File: src/include/cer_pkg.sv
// constants, field layouts and carrier types of the crypto engine control registers
//==========================================================================
//==========================================================================
package cer_pkg;
   localparam int ADDR_W = 12;
   // register byte offsets
   localparam logic [11:0] OFF_AVAIL     = 12'h120;
   localparam logic [11:0] OFF_SRST      = 12'h124;
   localparam logic [11:0] OFF_SMB0      = 12'h184;
   localparam logic [11:0] OFF_SMB1      = 12'h18c;
   localparam logic [11:0] OFF_SMB2      = 12'h194;
   localparam logic [11:0] OFF_THROTTLE  = 12'h220;
   localparam logic [11:0] OFF_MAP_7_4   = 12'h240;
   localparam logic [11:0] OFF_MAP_3_0   = 12'h244;
   localparam logic [11:0] OFF_MAP_15_12 = 12'h248;
   localparam logic [11:0] OFF_MAP_11_8  = 12'h24c;
   localparam logic [11:0] OFF_ID_EN     = 12'h250;
   // distance from the legacy block up to the preferred alias block
   localparam logic [11:0] ALIAS_SHIFT   = 12'h2c0;
   // field positions and widths
   localparam int POLL_BIT      = 0;
   localparam int SRST_BIT      = 0;
   localparam int LIMIT_W       = 7;
   localparam int SM_SHIFT      = 16;
   localparam int NUM_IDS       = 16;
   localparam int NUM_RINGS     = 3;
   // reset values
   localparam logic [31:0] SMB_RST   = 32'h0010_0000;
   localparam logic [6:0]  LIMIT_RST = 7'h00;
   // codes
   localparam logic [7:0]  BID_RING   = 8'h01;
   localparam logic [7:0]  BID_ENGINE = 8'h08;
   localparam logic [7:0]  BID_NONE   = 8'h00;
   localparam logic [7:0]  SRST_CODE  = 8'h20;

   // address presented by the dma for steering
   typedef struct packed {
      logic        valid;
      logic [1:0]  ring;
      logic [47:0] addr;
   } cer_dma_req_t;

   // job status written back after a soft engine reset
   typedef struct packed {
      logic       valid;
      logic [7:0] code;
   } cer_status_t;
endpackage

File: src/hw/cer_regs.sv
// control and status register bank of the crypto engine with read throttle and id map
`timescale 1ns/1ps
module cer_regs #(
   parameter int          CNT_W   = 8,
   parameter logic [47:0] SM_SIZE = 48'h0000_0000_8000
) (
   input  wire logic                       ref_clk,
   input  wire logic                       srst,
   input  wire logic [cer_pkg::ADDR_W-1:0] reg_addr,
   input  wire logic [31:0]                reg_wdata,
   input  wire logic                       reg_wr,
   input  wire logic                       reg_rd,
   output logic      [31:0]                reg_rdata,
   input  wire logic                       eng_available,
   input  wire logic                       eng_stopped,
   input  wire logic                       dbg_halt_req,
   output logic                            dbg_halt_ack,
   output logic                            eng_soft_rst,
   output cer_pkg::cer_status_t            eng_status,
   input  wire cer_pkg::cer_dma_req_t      dma_req,
   output logic                            dma_to_secure,
   output logic                            dma_steer_valid,
   input  wire logic                       jr_rd_req,
   input  wire logic                       eng_rd_req,
   input  wire logic                       rd_burst_done,
   output logic                            jr_rd_gnt,
   output logic                            eng_rd_gnt,
   output logic                            jr_throttled,
   input  wire logic [cer_pkg::NUM_IDS-1:0] id_enable_pin,
   output logic      [3:0]                 jr_txn_id,
   output logic      [3:0]                 eng_txn_id
);

   //=======================================================================
   // helpers
   //=======================================================================
   // lowest enabled id strictly above a floor (floor -1 means from zero)
   function automatic logic [4:0] lowest_id(input logic [15:0] en, input int floor_id);
      logic [4:0] r;
      r = 5'h10;
      for (int i = cer_pkg::NUM_IDS - 1; i >= 0; i--)
      begin
         if (en[i] && (i > floor_id))
         begin
            r = 5'(i);
         end
      end
      return r;
   endfunction

   // legacy offset of an address in either alias block
   function automatic logic [11:0] fold_alias(input logic [11:0] a);
      logic [11:0] r;
      r = a;
      if ((a >= cer_pkg::OFF_MAP_7_4 + cer_pkg::ALIAS_SHIFT) &&
          (a <= cer_pkg::OFF_ID_EN + cer_pkg::ALIAS_SHIFT))
      begin
         r = a - cer_pkg::ALIAS_SHIFT;
      end
      return r;
   endfunction

   //=======================================================================
   // state
   //=======================================================================
   logic                         poll_reg, poll_next;
   logic                         srst_bit_reg, srst_bit_next;
   logic                         halt_ack_reg, halt_ack_next;
   cer_pkg::cer_status_t         status_reg, status_next;
   logic [31:0]                  smb_reg [cer_pkg::NUM_RINGS];
   logic [31:0]                  smb_next [cer_pkg::NUM_RINGS];
   logic [cer_pkg::LIMIT_W-1:0]  limit_reg, limit_next;
   logic [31:0]                  rdata_reg, rdata_next;
   logic                         steer_reg, steer_next;
   logic                         steer_v_reg, steer_v_next;
   logic [CNT_W-1:0]             out_cnt_reg, out_cnt_next;
   logic                         jr_gnt_reg, jr_gnt_next;
   logic                         eng_gnt_reg, eng_gnt_next;
   logic                         thr_reg, thr_next;
   logic [15:0]                  en_meta_reg, en_reg;
   logic [3:0]                   jr_id_reg, jr_id_next;
   logic [3:0]                   eng_id_reg, eng_id_next;
   logic [7:0]                   bid [cer_pkg::NUM_IDS];
   logic [11:0]                  rd_off;
   logic [4:0]                   jr_lo, eng_lo;
   logic [47:0]                  sm_base;

   //=======================================================================
   // transaction id assignment and map
   //=======================================================================
   // job rings take the lowest enabled id, the engine the next one
   always_comb
   begin
      jr_lo  = lowest_id(en_reg, -1);
      eng_lo = lowest_id(en_reg, int'(jr_lo));
      for (int i = 0; i < cer_pkg::NUM_IDS; i++)
      begin
         bid[i] = cer_pkg::BID_NONE;
         if (en_reg[i] && (5'(i) == jr_lo))
         begin
            bid[i] = cer_pkg::BID_RING;
         end
         else if (en_reg[i] && (5'(i) == eng_lo))
         begin
            bid[i] = cer_pkg::BID_ENGINE;
         end
      end
      jr_id_next  = jr_lo[3:0];
      eng_id_next = eng_lo[3:0];
   end

   //=======================================================================
   // register file next state
   //=======================================================================
   always_comb
   begin
      poll_next     = poll_reg;
      srst_bit_next = 1'b0;
      status_next   = '{valid: 1'b0, code: cer_pkg::SRST_CODE};
      smb_next      = smb_reg;
      limit_next    = limit_reg;
      rdata_next    = 32'h0000_0000;
      rd_off        = fold_alias(reg_addr);
      // writes; writes to the availability register are ignored while halted
      if (reg_wr)
      begin
         unique case (reg_addr)
            cer_pkg::OFF_AVAIL:
            begin
               if (!dbg_halt_req && reg_wdata[cer_pkg::POLL_BIT])
               begin
                  poll_next = 1'b1;
               end
            end
            cer_pkg::OFF_SRST:
            begin
               if (reg_wdata[cer_pkg::SRST_BIT])
               begin
                  srst_bit_next = 1'b1;
                  status_next.valid = 1'b1;
               end
            end
            cer_pkg::OFF_SMB0: smb_next[0] = reg_wdata;
            cer_pkg::OFF_SMB1: smb_next[1] = reg_wdata;
            cer_pkg::OFF_SMB2: smb_next[2] = reg_wdata;
            cer_pkg::OFF_THROTTLE: limit_next = reg_wdata[cer_pkg::LIMIT_W-1:0];
            default: ;
         endcase
      end
      // the engine being available clears a pending poll
      if (eng_available)
      begin
         poll_next = 1'b0;
      end
      // reads, unmapped offsets and reserved bits answer zero
      if (reg_rd)
      begin
         unique case (rd_off)
            cer_pkg::OFF_AVAIL:
            begin
               rdata_next[0] = dbg_halt_req ? eng_stopped : poll_reg;
            end
            cer_pkg::OFF_SRST: rdata_next[0] = srst_bit_reg;
            cer_pkg::OFF_SMB0: rdata_next = smb_reg[0];
            cer_pkg::OFF_SMB1: rdata_next = smb_reg[1];
            cer_pkg::OFF_SMB2: rdata_next = smb_reg[2];
            cer_pkg::OFF_THROTTLE: rdata_next[cer_pkg::LIMIT_W-1:0] = limit_reg;
            cer_pkg::OFF_MAP_7_4:   rdata_next = {bid[7], bid[6], bid[5], bid[4]};
            cer_pkg::OFF_MAP_3_0:   rdata_next = {bid[3], bid[2], bid[1], bid[0]};
            cer_pkg::OFF_MAP_15_12: rdata_next = {bid[15], bid[14], bid[13], bid[12]};
            cer_pkg::OFF_MAP_11_8:  rdata_next = {bid[11], bid[10], bid[9], bid[8]};
            cer_pkg::OFF_ID_EN:     rdata_next = {16'h0000, en_reg};
            default: rdata_next = 32'h0000_0000;
         endcase
      end
      // acknowledge the halt only once the engine has stopped
      halt_ack_next = dbg_halt_req && eng_stopped;
   end

   //=======================================================================
   // secure memory steering
   //=======================================================================
   // window is the ring base with sixteen zero bits appended, spanning SM_SIZE
   always_comb
   begin
      sm_base      = 48'h0;
      steer_v_next = dma_req.valid;
      if (dma_req.ring < 2'(cer_pkg::NUM_RINGS))
      begin
         sm_base = {smb_reg[dma_req.ring], 16'h0000};
      end
      steer_next = dma_req.valid && (dma_req.ring < 2'(cer_pkg::NUM_RINGS)) &&
                   (dma_req.addr >= sm_base) &&
                   (dma_req.addr - sm_base < SM_SIZE);
   end

   //=======================================================================
   // read burst throttle and arbitration
   //=======================================================================
   always_comb
   begin
      out_cnt_next = out_cnt_reg;
      // limit zero never holds job rings back
      thr_next = (limit_reg != '0) &&
                 (out_cnt_reg > CNT_W'(limit_reg));
      eng_gnt_next = eng_rd_req;
      jr_gnt_next  = jr_rd_req && !eng_rd_req && !thr_next;
      if ((eng_gnt_reg || jr_gnt_reg) && !rd_burst_done)
      begin
         if (out_cnt_reg != '1)
         begin
            out_cnt_next = out_cnt_reg + 1'b1;
         end
      end
      else if (!(eng_gnt_reg || jr_gnt_reg) && rd_burst_done)
      begin
         if (out_cnt_reg != '0)
         begin
            out_cnt_next = out_cnt_reg - 1'b1;
         end
      end
   end

   //=======================================================================
   // registers
   //=======================================================================
   always_ff @(posedge ref_clk)
   begin
      if (srst)
      begin
         poll_reg     <= 1'b0;
         srst_bit_reg <= 1'b0;
         halt_ack_reg <= 1'b0;
         status_reg   <= '{valid: 1'b0, code: cer_pkg::SRST_CODE};
         for (int i = 0; i < cer_pkg::NUM_RINGS; i++)
         begin
            smb_reg[i] <= cer_pkg::SMB_RST;
         end
         limit_reg    <= cer_pkg::LIMIT_RST;
         rdata_reg    <= 32'h0000_0000;
         steer_reg    <= 1'b0;
         steer_v_reg  <= 1'b0;
         out_cnt_reg  <= '0;
         jr_gnt_reg   <= 1'b0;
         eng_gnt_reg  <= 1'b0;
         thr_reg      <= 1'b0;
         en_meta_reg  <= 16'h0000;
         en_reg       <= 16'h0000;
         jr_id_reg    <= 4'h0;
         eng_id_reg   <= 4'h0;
      end
      else
      begin
         poll_reg     <= poll_next;
         srst_bit_reg <= srst_bit_next;
         halt_ack_reg <= halt_ack_next;
         status_reg   <= status_next;
         smb_reg      <= smb_next;
         limit_reg    <= limit_next;
         rdata_reg    <= rdata_next;
         steer_reg    <= steer_next;
         steer_v_reg  <= steer_v_next;
         out_cnt_reg  <= out_cnt_next;
         jr_gnt_reg   <= jr_gnt_next;
         eng_gnt_reg  <= eng_gnt_next;
         thr_reg      <= thr_next;
         en_meta_reg  <= id_enable_pin;   // two stage capture of strap pins
         en_reg       <= en_meta_reg;
         jr_id_reg    <= jr_id_next;
         eng_id_reg   <= eng_id_next;
      end
   end

   // outputs straight from flops
   assign reg_rdata       = rdata_reg;
   assign dbg_halt_ack    = halt_ack_reg;
   assign eng_soft_rst    = srst_bit_reg;
   assign eng_status      = status_reg;
   assign dma_to_secure   = steer_reg;
   assign dma_steer_valid = steer_v_reg;
   assign jr_rd_gnt       = jr_gnt_reg;
   assign eng_rd_gnt      = eng_gnt_reg;
   assign jr_throttled    = thr_reg;
   assign jr_txn_id       = jr_id_reg;
   assign eng_txn_id      = eng_id_reg;

   //=======================================================================
   // assertions
   //=======================================================================
   a_poll_clears: assert property (@(posedge ref_clk) disable iff (srst)
      eng_available |=> !poll_reg)
      else $error("poll bit not cleared while engine available");
   a_poll_sets: assert property (@(posedge ref_clk) disable iff (srst)
      (reg_wr && reg_addr == cer_pkg::OFF_AVAIL && reg_wdata[0] && !dbg_halt_req &&
       !eng_available) |=> poll_reg)
      else $error("poll bit not armed by write");
   a_halt_frozen: assert property (@(posedge ref_clk) disable iff (srst)
      (dbg_halt_req && !eng_available) |=> (poll_reg == $past(poll_reg)))
      else $error("availability register changed during halt");
   a_halt_ack: assert property (@(posedge ref_clk) disable iff (srst)
      dbg_halt_ack |-> $past(dbg_halt_req && eng_stopped))
      else $error("halt acknowledged before engine stopped");
   a_srst_pulse: assert property (@(posedge ref_clk) disable iff (srst)
      (reg_wr && reg_addr == cer_pkg::OFF_SRST && reg_wdata[0]) |=>
      (eng_soft_rst && eng_status.valid && eng_status.code == 8'h20) ##1 !eng_soft_rst)
      else $error("soft reset pulse or status wrong");
   a_srst_once: assert property (@(posedge ref_clk) disable iff (srst)
      eng_soft_rst |-> $past(reg_wr && reg_addr == cer_pkg::OFF_SRST))
      else $error("soft reset bit held without a write");
   a_secure_base: assert property (@(posedge ref_clk) disable iff (srst)
      (dma_req.valid && dma_req.ring == 2'd0 && dma_req.addr == {smb_reg[0], 16'h0000})
      |=> dma_to_secure)
      else $error("ring base address not steered to secure memory");
   a_below_base: assert property (@(posedge ref_clk) disable iff (srst)
      (dma_req.valid && dma_req.ring == 2'd0 && dma_req.addr < {smb_reg[0], 16'h0000})
      |=> !dma_to_secure)
      else $error("address below base steered to secure memory");
   a_throttle_block: assert property (@(posedge ref_clk) disable iff (srst)
      jr_rd_gnt |-> !$past(limit_reg != 7'h00 && out_cnt_reg > CNT_W'(limit_reg)))
      else $error("job ring read granted while throttled");
   a_engine_prio: assert property (@(posedge ref_clk) disable iff (srst)
      eng_rd_req |=> (eng_rd_gnt && !jr_rd_gnt))
      else $error("engine read not given priority");
   a_zero_limit: assert property (@(posedge ref_clk) disable iff (srst)
      (limit_reg == 7'h00) |=> !jr_throttled)
      else $error("throttle active with zero limit");
   a_id_unique: assert property (@(posedge ref_clk) disable iff (srst)
      ($countones(en_reg) >= 2) |=> (jr_txn_id < eng_txn_id))
      else $error("transaction ids not unique and ordered");
   a_map_disabled: assert property (@(posedge ref_clk) disable iff (srst)
      (reg_rd && reg_addr == cer_pkg::OFF_MAP_3_0 && !en_reg[0]) |=> (reg_rdata[7:0] == 8'h00))
      else $error("disabled id reads non-zero");

endmodule

File: config.mk
export PLATFORM = sky130hd
export DESIGN_NAME = cer_regs
export DESIGN_NICKNAME = d
export VERILOG_FILES = /design/src/include/cer_pkg.sv /design/src/hw/cer_regs.sv
export SDC_FILE = /design/constraint.sdc
export NUM_CORES = 1
export LEC_CHECK = 0
export ABC_AREA = 1
export BUFFER_PORTS_ARGS = -buffer_cell sky130_fd_sc_hd__buf_2
export CORE_ASPECT_RATIO = 2
export CORE_MARGIN = 2
export CORE_UTILIZATION = 48
export CTS_CLUSTER_DIAMETER = 50
export DETAILED_ROUTE_END_ITERATION = 8
export GPL_TIMING_DRIVEN = 0
export PLACE_DENSITY_LB_ADDON = 0.1
export SLEW_MARGIN = 20
export SYNTH_ARGS = -nofsm -noshare
export SYNTH_HDL_FRONTEND = slang
export SYNTH_SLANG_ARGS = --single-unit
File: constraint.sdc
create_clock -name ref_clk -period 6.2 [get_ports ref_clk]
set_clock_uncertainty 0.2 [all_clocks]
set_input_delay 1.24 -clock ref_clk [delete_from_list [all_inputs] [get_ports ref_clk]]
set_output_delay 1.24 -clock ref_clk [all_outputs]
set_load 0.02 [all_outputs]
==> run summary, run 1 <==
After detailed routing, the number of remaining DRC violations is 0. Once layout is complete, the utilization of the core stands at 56.90%. In this run, the clock network consumes 38.5% of the power. The synthesized netlist cell count is 1544.

By area the synthesized netlist is led by dfxtp_1 36%, a21oi_1 9.6%, inv_1 8.6%. The flow ran to the end, and the final reports show no timing, DRC or antenna violations. During I/O placement, the number of pins put on the boundary was 177. The die covers 0.02366 mm^2. For this design the static power due to leakage is 5.345 nW. For this run, the number of Yosys warnings is 0. By count the netlist is led by 246 x inv_1, 206 x a21oi_1, 191 x dfxtp_1.

The mapped netlist covers 0.01074 mm^2. Setup repair after global routing left no endpoint under its margin. The total power density per cell area is 241.3 mW/mm^2.

Subtracting the final worst setup slack from the clock period gives 5.809 ns. The critical path class is input pin to flip-flop. The maximum number of pins on one net before global-route repair came out at 18. The number of global-route vias before repair came to 11240.

The placed wire-length estimate is 30980 um. The die span in y is 215.5 um. The first detailed-routing pass ran for 6 iterations. The net switching power came out at 911.5 uW. The number of hold violations in the final report was 0.

The combinational share of power is 18.7%. The initial core utilization came out at 48.67%. In the global route stage, overall resource usage came out at 32.91%. After floorplanning, the core was divided into 77 placement rows.

The horizontal die dimension came out at 109.8 um. The internal portion of the total power is 2.118 mW. The number of vias per cell is 5.613. The placed instance count is 1993. The register with the most flip-flops in the layout has 96 of them. The routed wire length is 38630 um. The detailed router finished its first iteration with 728 violations. The layout net count came out at 1907. The number of flip-flops and latches in the synthesized netlist came out at 191. Max-cap violations in this run came to 0. dfxtp_1 takes more of the synthesized area than any other cell. The synthesized design contains 0 enable-type register cells. The H-tree was split into 4 levels.

The clock root buffer is clkbuf_16. Summing the sequential cell areas from Yosys gives 35.61% of the chip area. The post-layout instance count excluding filler cells is 2024. The fraction of registers with async set or reset after synthesis came out at 0%. The data arrival time of the critical path is 6.01 ns. The clock latency reported for the late side of the worst-skew pair came out at 0.46 ns. inv_1 is the most common cell in the netlist. Among all flip-flop cells after synthesis, the most frequent one is dfxtp_1. The startpoint kind of the worst setup timing path is an input pin.

The switching share of power is 30.08%. Hold repair after CTS inserted 0 buffers. The proportion of netlist area held by the largest area contributor is 35.61%.

In this run the worst hold path is classified as flip-flop to flip-flop. VDD sags by at most 0.1966 mV. Buffers added to address setup during post-CTS repair amount to 0. The initial antenna violation count came out at 0. The slew of the pin with the lowest slew margin came out at 0.9716 ns.

The mean routed wirelength per cell came out at 19.08 um. The core area is 0.02206 mm^2. The clock transition at the register clock pins on the worst setup and hold paths after CTS is 0.08 ns. The number of different library cells in the post-synthesis netlist came out at 56.

The TritonCTS buffer count came out at 17. 0 antenna diodes ended up in the layout. The final-report max-slew violation count is 0. Setup violations remaining at the end of the flow were counted as 0. The proportion of layout cells with a drive suffix above 1 is 15.39%. The highest attainable clock frequency came out at 172.2 MHz. The global route total overflow came out at 0.

The number of nets still failing antenna checks after routing came out at 0. The CTS tree is yes. The total power is 3.030 mW. Input and output buffers added on the ports amount to 167.

Per report_power, the sequential group accounts for 42.8% of the total. The growth of design area from synthesis to finish is 16.92%. The synthesized area per cell is 6.955 um^2. The largest fanout on the critical path came out at 10. The required time of the worst setup path came out at 6.40 ns. The routability congestion estimate from global placement is 0.9641. The period utilization is 93.69%. The via count came out at 11360. The headroom to the max-slew limit came out at 33.55%. The tree built by TritonCTS fans out to 191 sinks. Counting along the longest clock path gives a buffer depth of 2. The global-route wire length before repair is 57970 um. STA classifies the critical path endpoint as a flip-flop.
[metrics by stage]
stage / hold WS [ns] / setup WS, ns / TNS (ns) / cell area (um^2)
after detailed placement: 0.1949 / -0.3276 / -0.3276 / 11940
after CTS: 0.2042 / 0.1302 / 0 / 12550
after global routing: 0.2115 / 0.09018 / 0 / 12550
after floorplan: 0.1883 / 1.476 / 0 / 10760
final: 0.2031 / 0.3912 / 0 / 12550
after global placement: 0.1893 / -0.3052 / -0.3052 / 11940
[final timing paths]
kind	slack [ns]	depth (start not counted)	startpoint	endpoint
worst max-delay path	0.39	22	dma_req[49]	dma_to_secure$_SDFF_PP0_
worst min-delay path	0.20	2	en_meta_reg[7]$_SDFF_PP0_	en_reg[7]$_SDFF_PP0_
worst max register to register	1.55	22	smb_reg[1]$_SDFFE_PP0P_	dma_to_secure$_SDFF_PP0_
worst min register to register	0.20	2	en_meta_reg[7]$_SDFF_PP0_	en_reg[7]$_SDFF_PP0_
[power groups by stage]
stage,logic (mW),clock network [mW],registers [mW]
6_report,0.568,1.17,1.30
5_1_grt,0.637,1.21,1.30
4_1_cts,0.563,1.17,1.30
3_5_place_dp,0.560,0,1.32
3_3_place_gp,0.552,0,1.32
2_1_floorplan,0.385,0,1.32
[layout by cell type (no fill, tap or decap), types with 4 or more instances in the layout]
cell,instances
a31oi_1,5
buf_4,9
nor3_2,5
o21ai_0,156
xnor2_1,11
nand2_1,187
inv_2,8
nor3_1,26
xor2_1,9
nand2_2,6
o22ai_1,24
dfxtp_1,191
nand4_1,20
o21ai_1,7
clkbuf_16,17
a221oi_1,12
nor4_1,16
o211ai_1,7
nor2_1,151
a21o_1,4
conb_1,8
a32oi_1,7
nor2_2,21
a21oi_1,206
o221ai_1,7
nand3_1,40
o31ai_1,4
ha_1,49
a22oi_1,7
buf_2,167
clkbuf_1,51
or2_2,4
buf_6,4
inv_1,246
[layer usage]
| metal | track usage [%] | routed length (um) | up-vias |
|---|---|---|---|
| met5 | 0 | 0 | - |
| met4 | 26.67 | 3422 | 0 |
| met3 | 6.494 | 2273 | 176 |
| met2 | 59.24 | 19980 | 512 |
| met1 | 30.83 | 12950 | 5129 |
| li1 | - | - | 5543 |
[worst max-delay path, stage by stage]
cell and delay (ns):
clkbuf_1 0.39, inv_1 0.32, o21ai_0 0.63, inv_1 0.14
fa_1 0.46, o21ai_1 0.29, nand2_1 0.09, nand2_1 0.12
nand2_1 0.06, nand2_1 0.16, a21oi_1 0.15, o21ai_1 0.28
nand2_1 0.15, nand2_1 0.14, a21oi_1 0.09, xor2_1 0.31
nand4_1 0.14, nor2_1 0.40, nand4_1 0.17, nor2_1 0.12
nand3_1 0.08, nor2_1 0.08
[kinds of logic (layout without fill, tap and decap cells)]
kind of cell | after synthesis | count (layout) | share of synthesized area [%]
AND/OR/NAND/NOR | 488 | 488 | 20.43
buffers and inverters | 324 | 522 | 11.92
XOR/XNOR | 20 | 20 | 1.631
AO/OA/AOI/OAI | 468 | 468 | 24.26
adder cells (fa/ha/maj) | 51 | 51 | 6.083
flip-flops | 191 | 191 | 35.61
other | 2 | 8 | 0.06994
[timing repair]
item,in CTS,in global routing
endpoints found under the hold margin,0,0
resized for setup,0,3
setup endpoints to repair,0,1
[area by class of cell]
type / count / area [um^2]
Clock inverter: 14 / 182.7
Buffer: 67 / 316.6
Inverter: 256 / 964.7
Tap cell: 276 / 345.3
Fill cell: 2194 / 9508
Sequential cell: 191 / 3824
Clock buffer: 18 / 429.2
Multi-Input combinational cell: 1035 / 5657
Timing Repair Buffer: 167 / 835.8
(Power assumes the default switching activity.)
==> inputs of run 2 (changes only) <==
Settings changed: BUFFER_PORTS_ARGS -buffer_cell sky130_fd_sc_hd__buf_2 to -buffer_cell sky130_fd_sc_hd__clkbuf_2.
==> run 2 against run 1 <==
  * Via count is 0.40% lower
  * Global-route usage increased by 0.97 points
  * Design area down 0.21%
  * Fmax rose by 1.1%
  * Count of clock-buffer cells in the layout increased by 1
  * Sequential cell count is the same
  * Combinational power grew 1%
  * Sequential share of layout area rose by 0.064 points
  * Die area is the same
  * Utilization down 0.12 points
  * Register-to-register slack improved by 0.09 ns
  * Non-clock buffer count unchanged
  * Critical path type unchanged
  * Critical endpoint unchanged
  * Largest cell class unchanged
==> run summary, run 2 (synthesis gave the netlist of run 1 again) <==
In the layout the commonest cells are 246 x inv_1, 206 x a21oi_1, 191 x dfxtp_1. The kind of cell with the highest combined delay along the critical path is simple AND/OR/NAND/NOR gates. The run finished with clean final reports. The clock network power share came out at 37.2%. The count of maximum capacitance violations is 0. The classification of the worst-slack hold path is flip-flop to flip-flop. The sequential power share came out at 43.5%. The number of hold violations in the final report came out at 0. The fill cell total of the finished layout came out at 2266. The endpoint identified for the worst register-to-register timing path is dma_to_secure$_SDFF_PP0_. The post-placement setup slack is -0.2708 ns.

The TritonCTS buffer count came out at 17. The growth of design area from synthesis to finish came out at 16.67%. The initial core utilization is 48.67%. The number of vias per cell came out at 5.588. Summed over all layers, the global routing overflow is 0. The detail route stage leaves a number of antenna-violating nets equal to 0. The standby leakage power came out at 5.316 nW.

The maximum number of pins on one net before global-route repair is 18. The number of failing setup endpoints in the final timing report is 0. The clock transition at the register clock pins on the worst setup and hold paths after CTS is 0.08 ns. Registers take 0.003824 mm^2.

The total number of placement rows came out at 77. The signal on the critical path passes through clkbuf_2 > clkinvlp_4 > clkbuf_1 > nor2_1 > o21ai_0 > ha_1 > fa_1 > o21ai_1 > nand2_1 > nand2_1 > nand2_1 > nand2_1 > a21oi_1 > o21ai_1 > nand2_1 > nand2_1 > a21oi_1 > xor2_1 > nand4_1 > nor2_1 > nand4_1 > nor2_1 > nand3_1 > nor2_1. Setup repair after global routing left no endpoint under its margin. The total power density per cell area is 237.9 mW/mm^2. The horizontal die dimension came out at 109.8 um. The count of H-tree levels built during CTS came out at 4. Of the total power, the share spent switching nets is 30.91%.

The number of buffer and inverter stages on the critical path came out at 3. The number of DRC markers in iteration 0 came out at 719. The final-report max-slew violation count came to 0. The slew of the pin with the lowest slew margin is 0.9064 ns. The analysis attributes to net switching a power of 921.6 uW. Combinational logic burns 19.3% of the power. The nature of the critical path endpoint is a flip-flop. The terminating pin of the worst hold path is en_reg[13]$_SDFF_PP0_. The global-route wire length before repair is 59460 um. The remaining routing DRC violations came out at 0. The clock sink count is 191. After clock tree synthesis, the setup repair step added 0 buffers.

The slowest stage of the critical path belongs to the cell fa_1. The floorplan step defined a die boundary enclosing 0.02366 mm^2. The routed wire length is 39480 um. The final cell utilization of the core is 56.79%. The multi-input combinational cells in the finished layout cover a total of 0.005657 mm^2. The hold-critical path depth is 2. Counting along the longest clock path gives a buffer depth of 2.

Summed over all failing endpoints, the final setup total negative slack is 0 ns. The mean routed wirelength per cell is 19.50 um. The most numerous cell type found on the critical path is nand2_1. The via count came out at 11320. Leaving out fill and tap cells, the most frequent cell in the layout is inv_1.

The worst hold slack after final layout came out at 0.1975 ns. In this run the count of I/O pins placed on the die edge is 177. For the worst setup path, the data required time is 6.40 ns. The placed instance count came out at 1993. The highest attainable clock frequency is 174.1 MHz.

The final critical-path setup slack came out at 0.4558 ns. The initial antenna violation count is 1. The placed instance area came out at 0.01194 mm^2.

The die span in y is 215.5 um. The placed wire-length estimate came out at 31810 um. The finished cells cover 0.01253 mm^2. The startpoint of the worst register-to-register path is smb_reg[1]$_SDFFE_PP0P_. Global routing consumed, over all layers together, 33.88% of the routing resources. The worst ir drop on vdd came out at 0.1943 mV. Of the cells placed in the final design, the portion with a size suffix greater than 1 is 15.45%. The worst hold path begins at en_meta_reg[13]$_SDFF_PP0_.

In this run the tightest slew margin relative to its limit is 38.01%. The cell-internal power is 2.059 mW. The flip-flop count of the largest register, all copies and words added is 96. The total power is 2.981 mW. The worst setup path is of the input pin to flip-flop kind. The data arrival time of the critical path is 5.94 ns.

For the worst flop-to-flop path, the logic depth is 22. The layout net count came out at 1907. The worst setup path is launched from an input pin. The finished layout holds 2025 standard cells, fillers aside. The core area is 0.02206 mm^2. The setup check on the worst reg-to-reg path leaves a slack of 1.64 ns. The first TritonRoute pass finished after 9 iterations. Counting I/O delays and the setup requirement, the final critical path takes 5.744 ns.

The clock latency reported for the late side of the worst-skew pair came out at 0.45 ns. The routability congestion estimate from global placement came out at 0.9481. Along the worst path, the maximum fanout reaches 13. TritonCTS built the clock tree. The period utilization is 92.65%. The root buffer cell chosen for the clock tree is clkbuf_16. The count of hold-fix buffers inserted at cts came out at 0.

The number of buffer cells added on primary ports is 167. In this design, the stage delay of the slowest critical-path cell is 0.42 ns. The number of global-route vias before repair came out at 11250.
## run 2: cell types whose count changed in the layout (fill, tap and decap cells not counted)
cell and change:
clkbuf_8 +2, buf_2 -167, clkinvlp_4 +1, clkbuf_1 -1, diode_2 +1, clkbuf_2 +167
bufinv_16 -2
## run 2: timing repair
item,4_1_cts,5_1_grt
endpoints found under the hold margin,0,0
setup endpoints to repair,0,1
resized for setup,0,3
## run 2: per-layer routing
metal	global-route usage (%)	share of wire, %
met5	0	0
met1	31.02	33
met2	60.33	52
met4	29.16	9.4
met3	7.581	6.2
## run 2: worst max path at each step
stage,cells after the start,startpoint,end,slack (ns)
floorplan,25,dma_req[48],dma_to_secure$_SDFF_PP0_,1.48
global placement,25,dma_req[48],dma_to_secure$_SDFF_PP0_,-0.31
detailed placement,25,dma_req[48],dma_to_secure$_SDFF_PP0_,-0.27
CTS,25,dma_req[48],dma_to_secure$_SDFF_PP0_,0.19
global route,22,dma_req[49],dma_to_secure$_SDFF_PP0_,0.11
finish,24,dma_req[48],dma_to_secure$_SDFF_PP0_,0.46
## run 2: power groups by stage
stage | registers [mW] | clock network (mW) | logic (mW)
floorplan | 1.32 | 0 | 0.385
detailed placement | 1.33 | 0 | 0.564
global route | 1.30 | 1.16 | 0.645
CTS | 1.30 | 1.11 | 0.567
finish | 1.30 | 1.11 | 0.575
global placement | 1.32 | 0 | 0.555
## run 2: area by class of cell
type	count	area share, %
clock inverters	13	1.039
plain buffers	67	2.527
inverters	256	7.700
clock buffers	19	3.615
well taps	276	2.756
repair buffers	167	6.671
flip-flops and latches	191	30.52
multi-input cells	1035	45.15
diodes	1	0.01997
## run 2: worst min-delay path, stage by stage, from the launching register on
cell	delay (ns)
dfxtp_1	0.30
inv_1	0.04
nor2_1	0.03
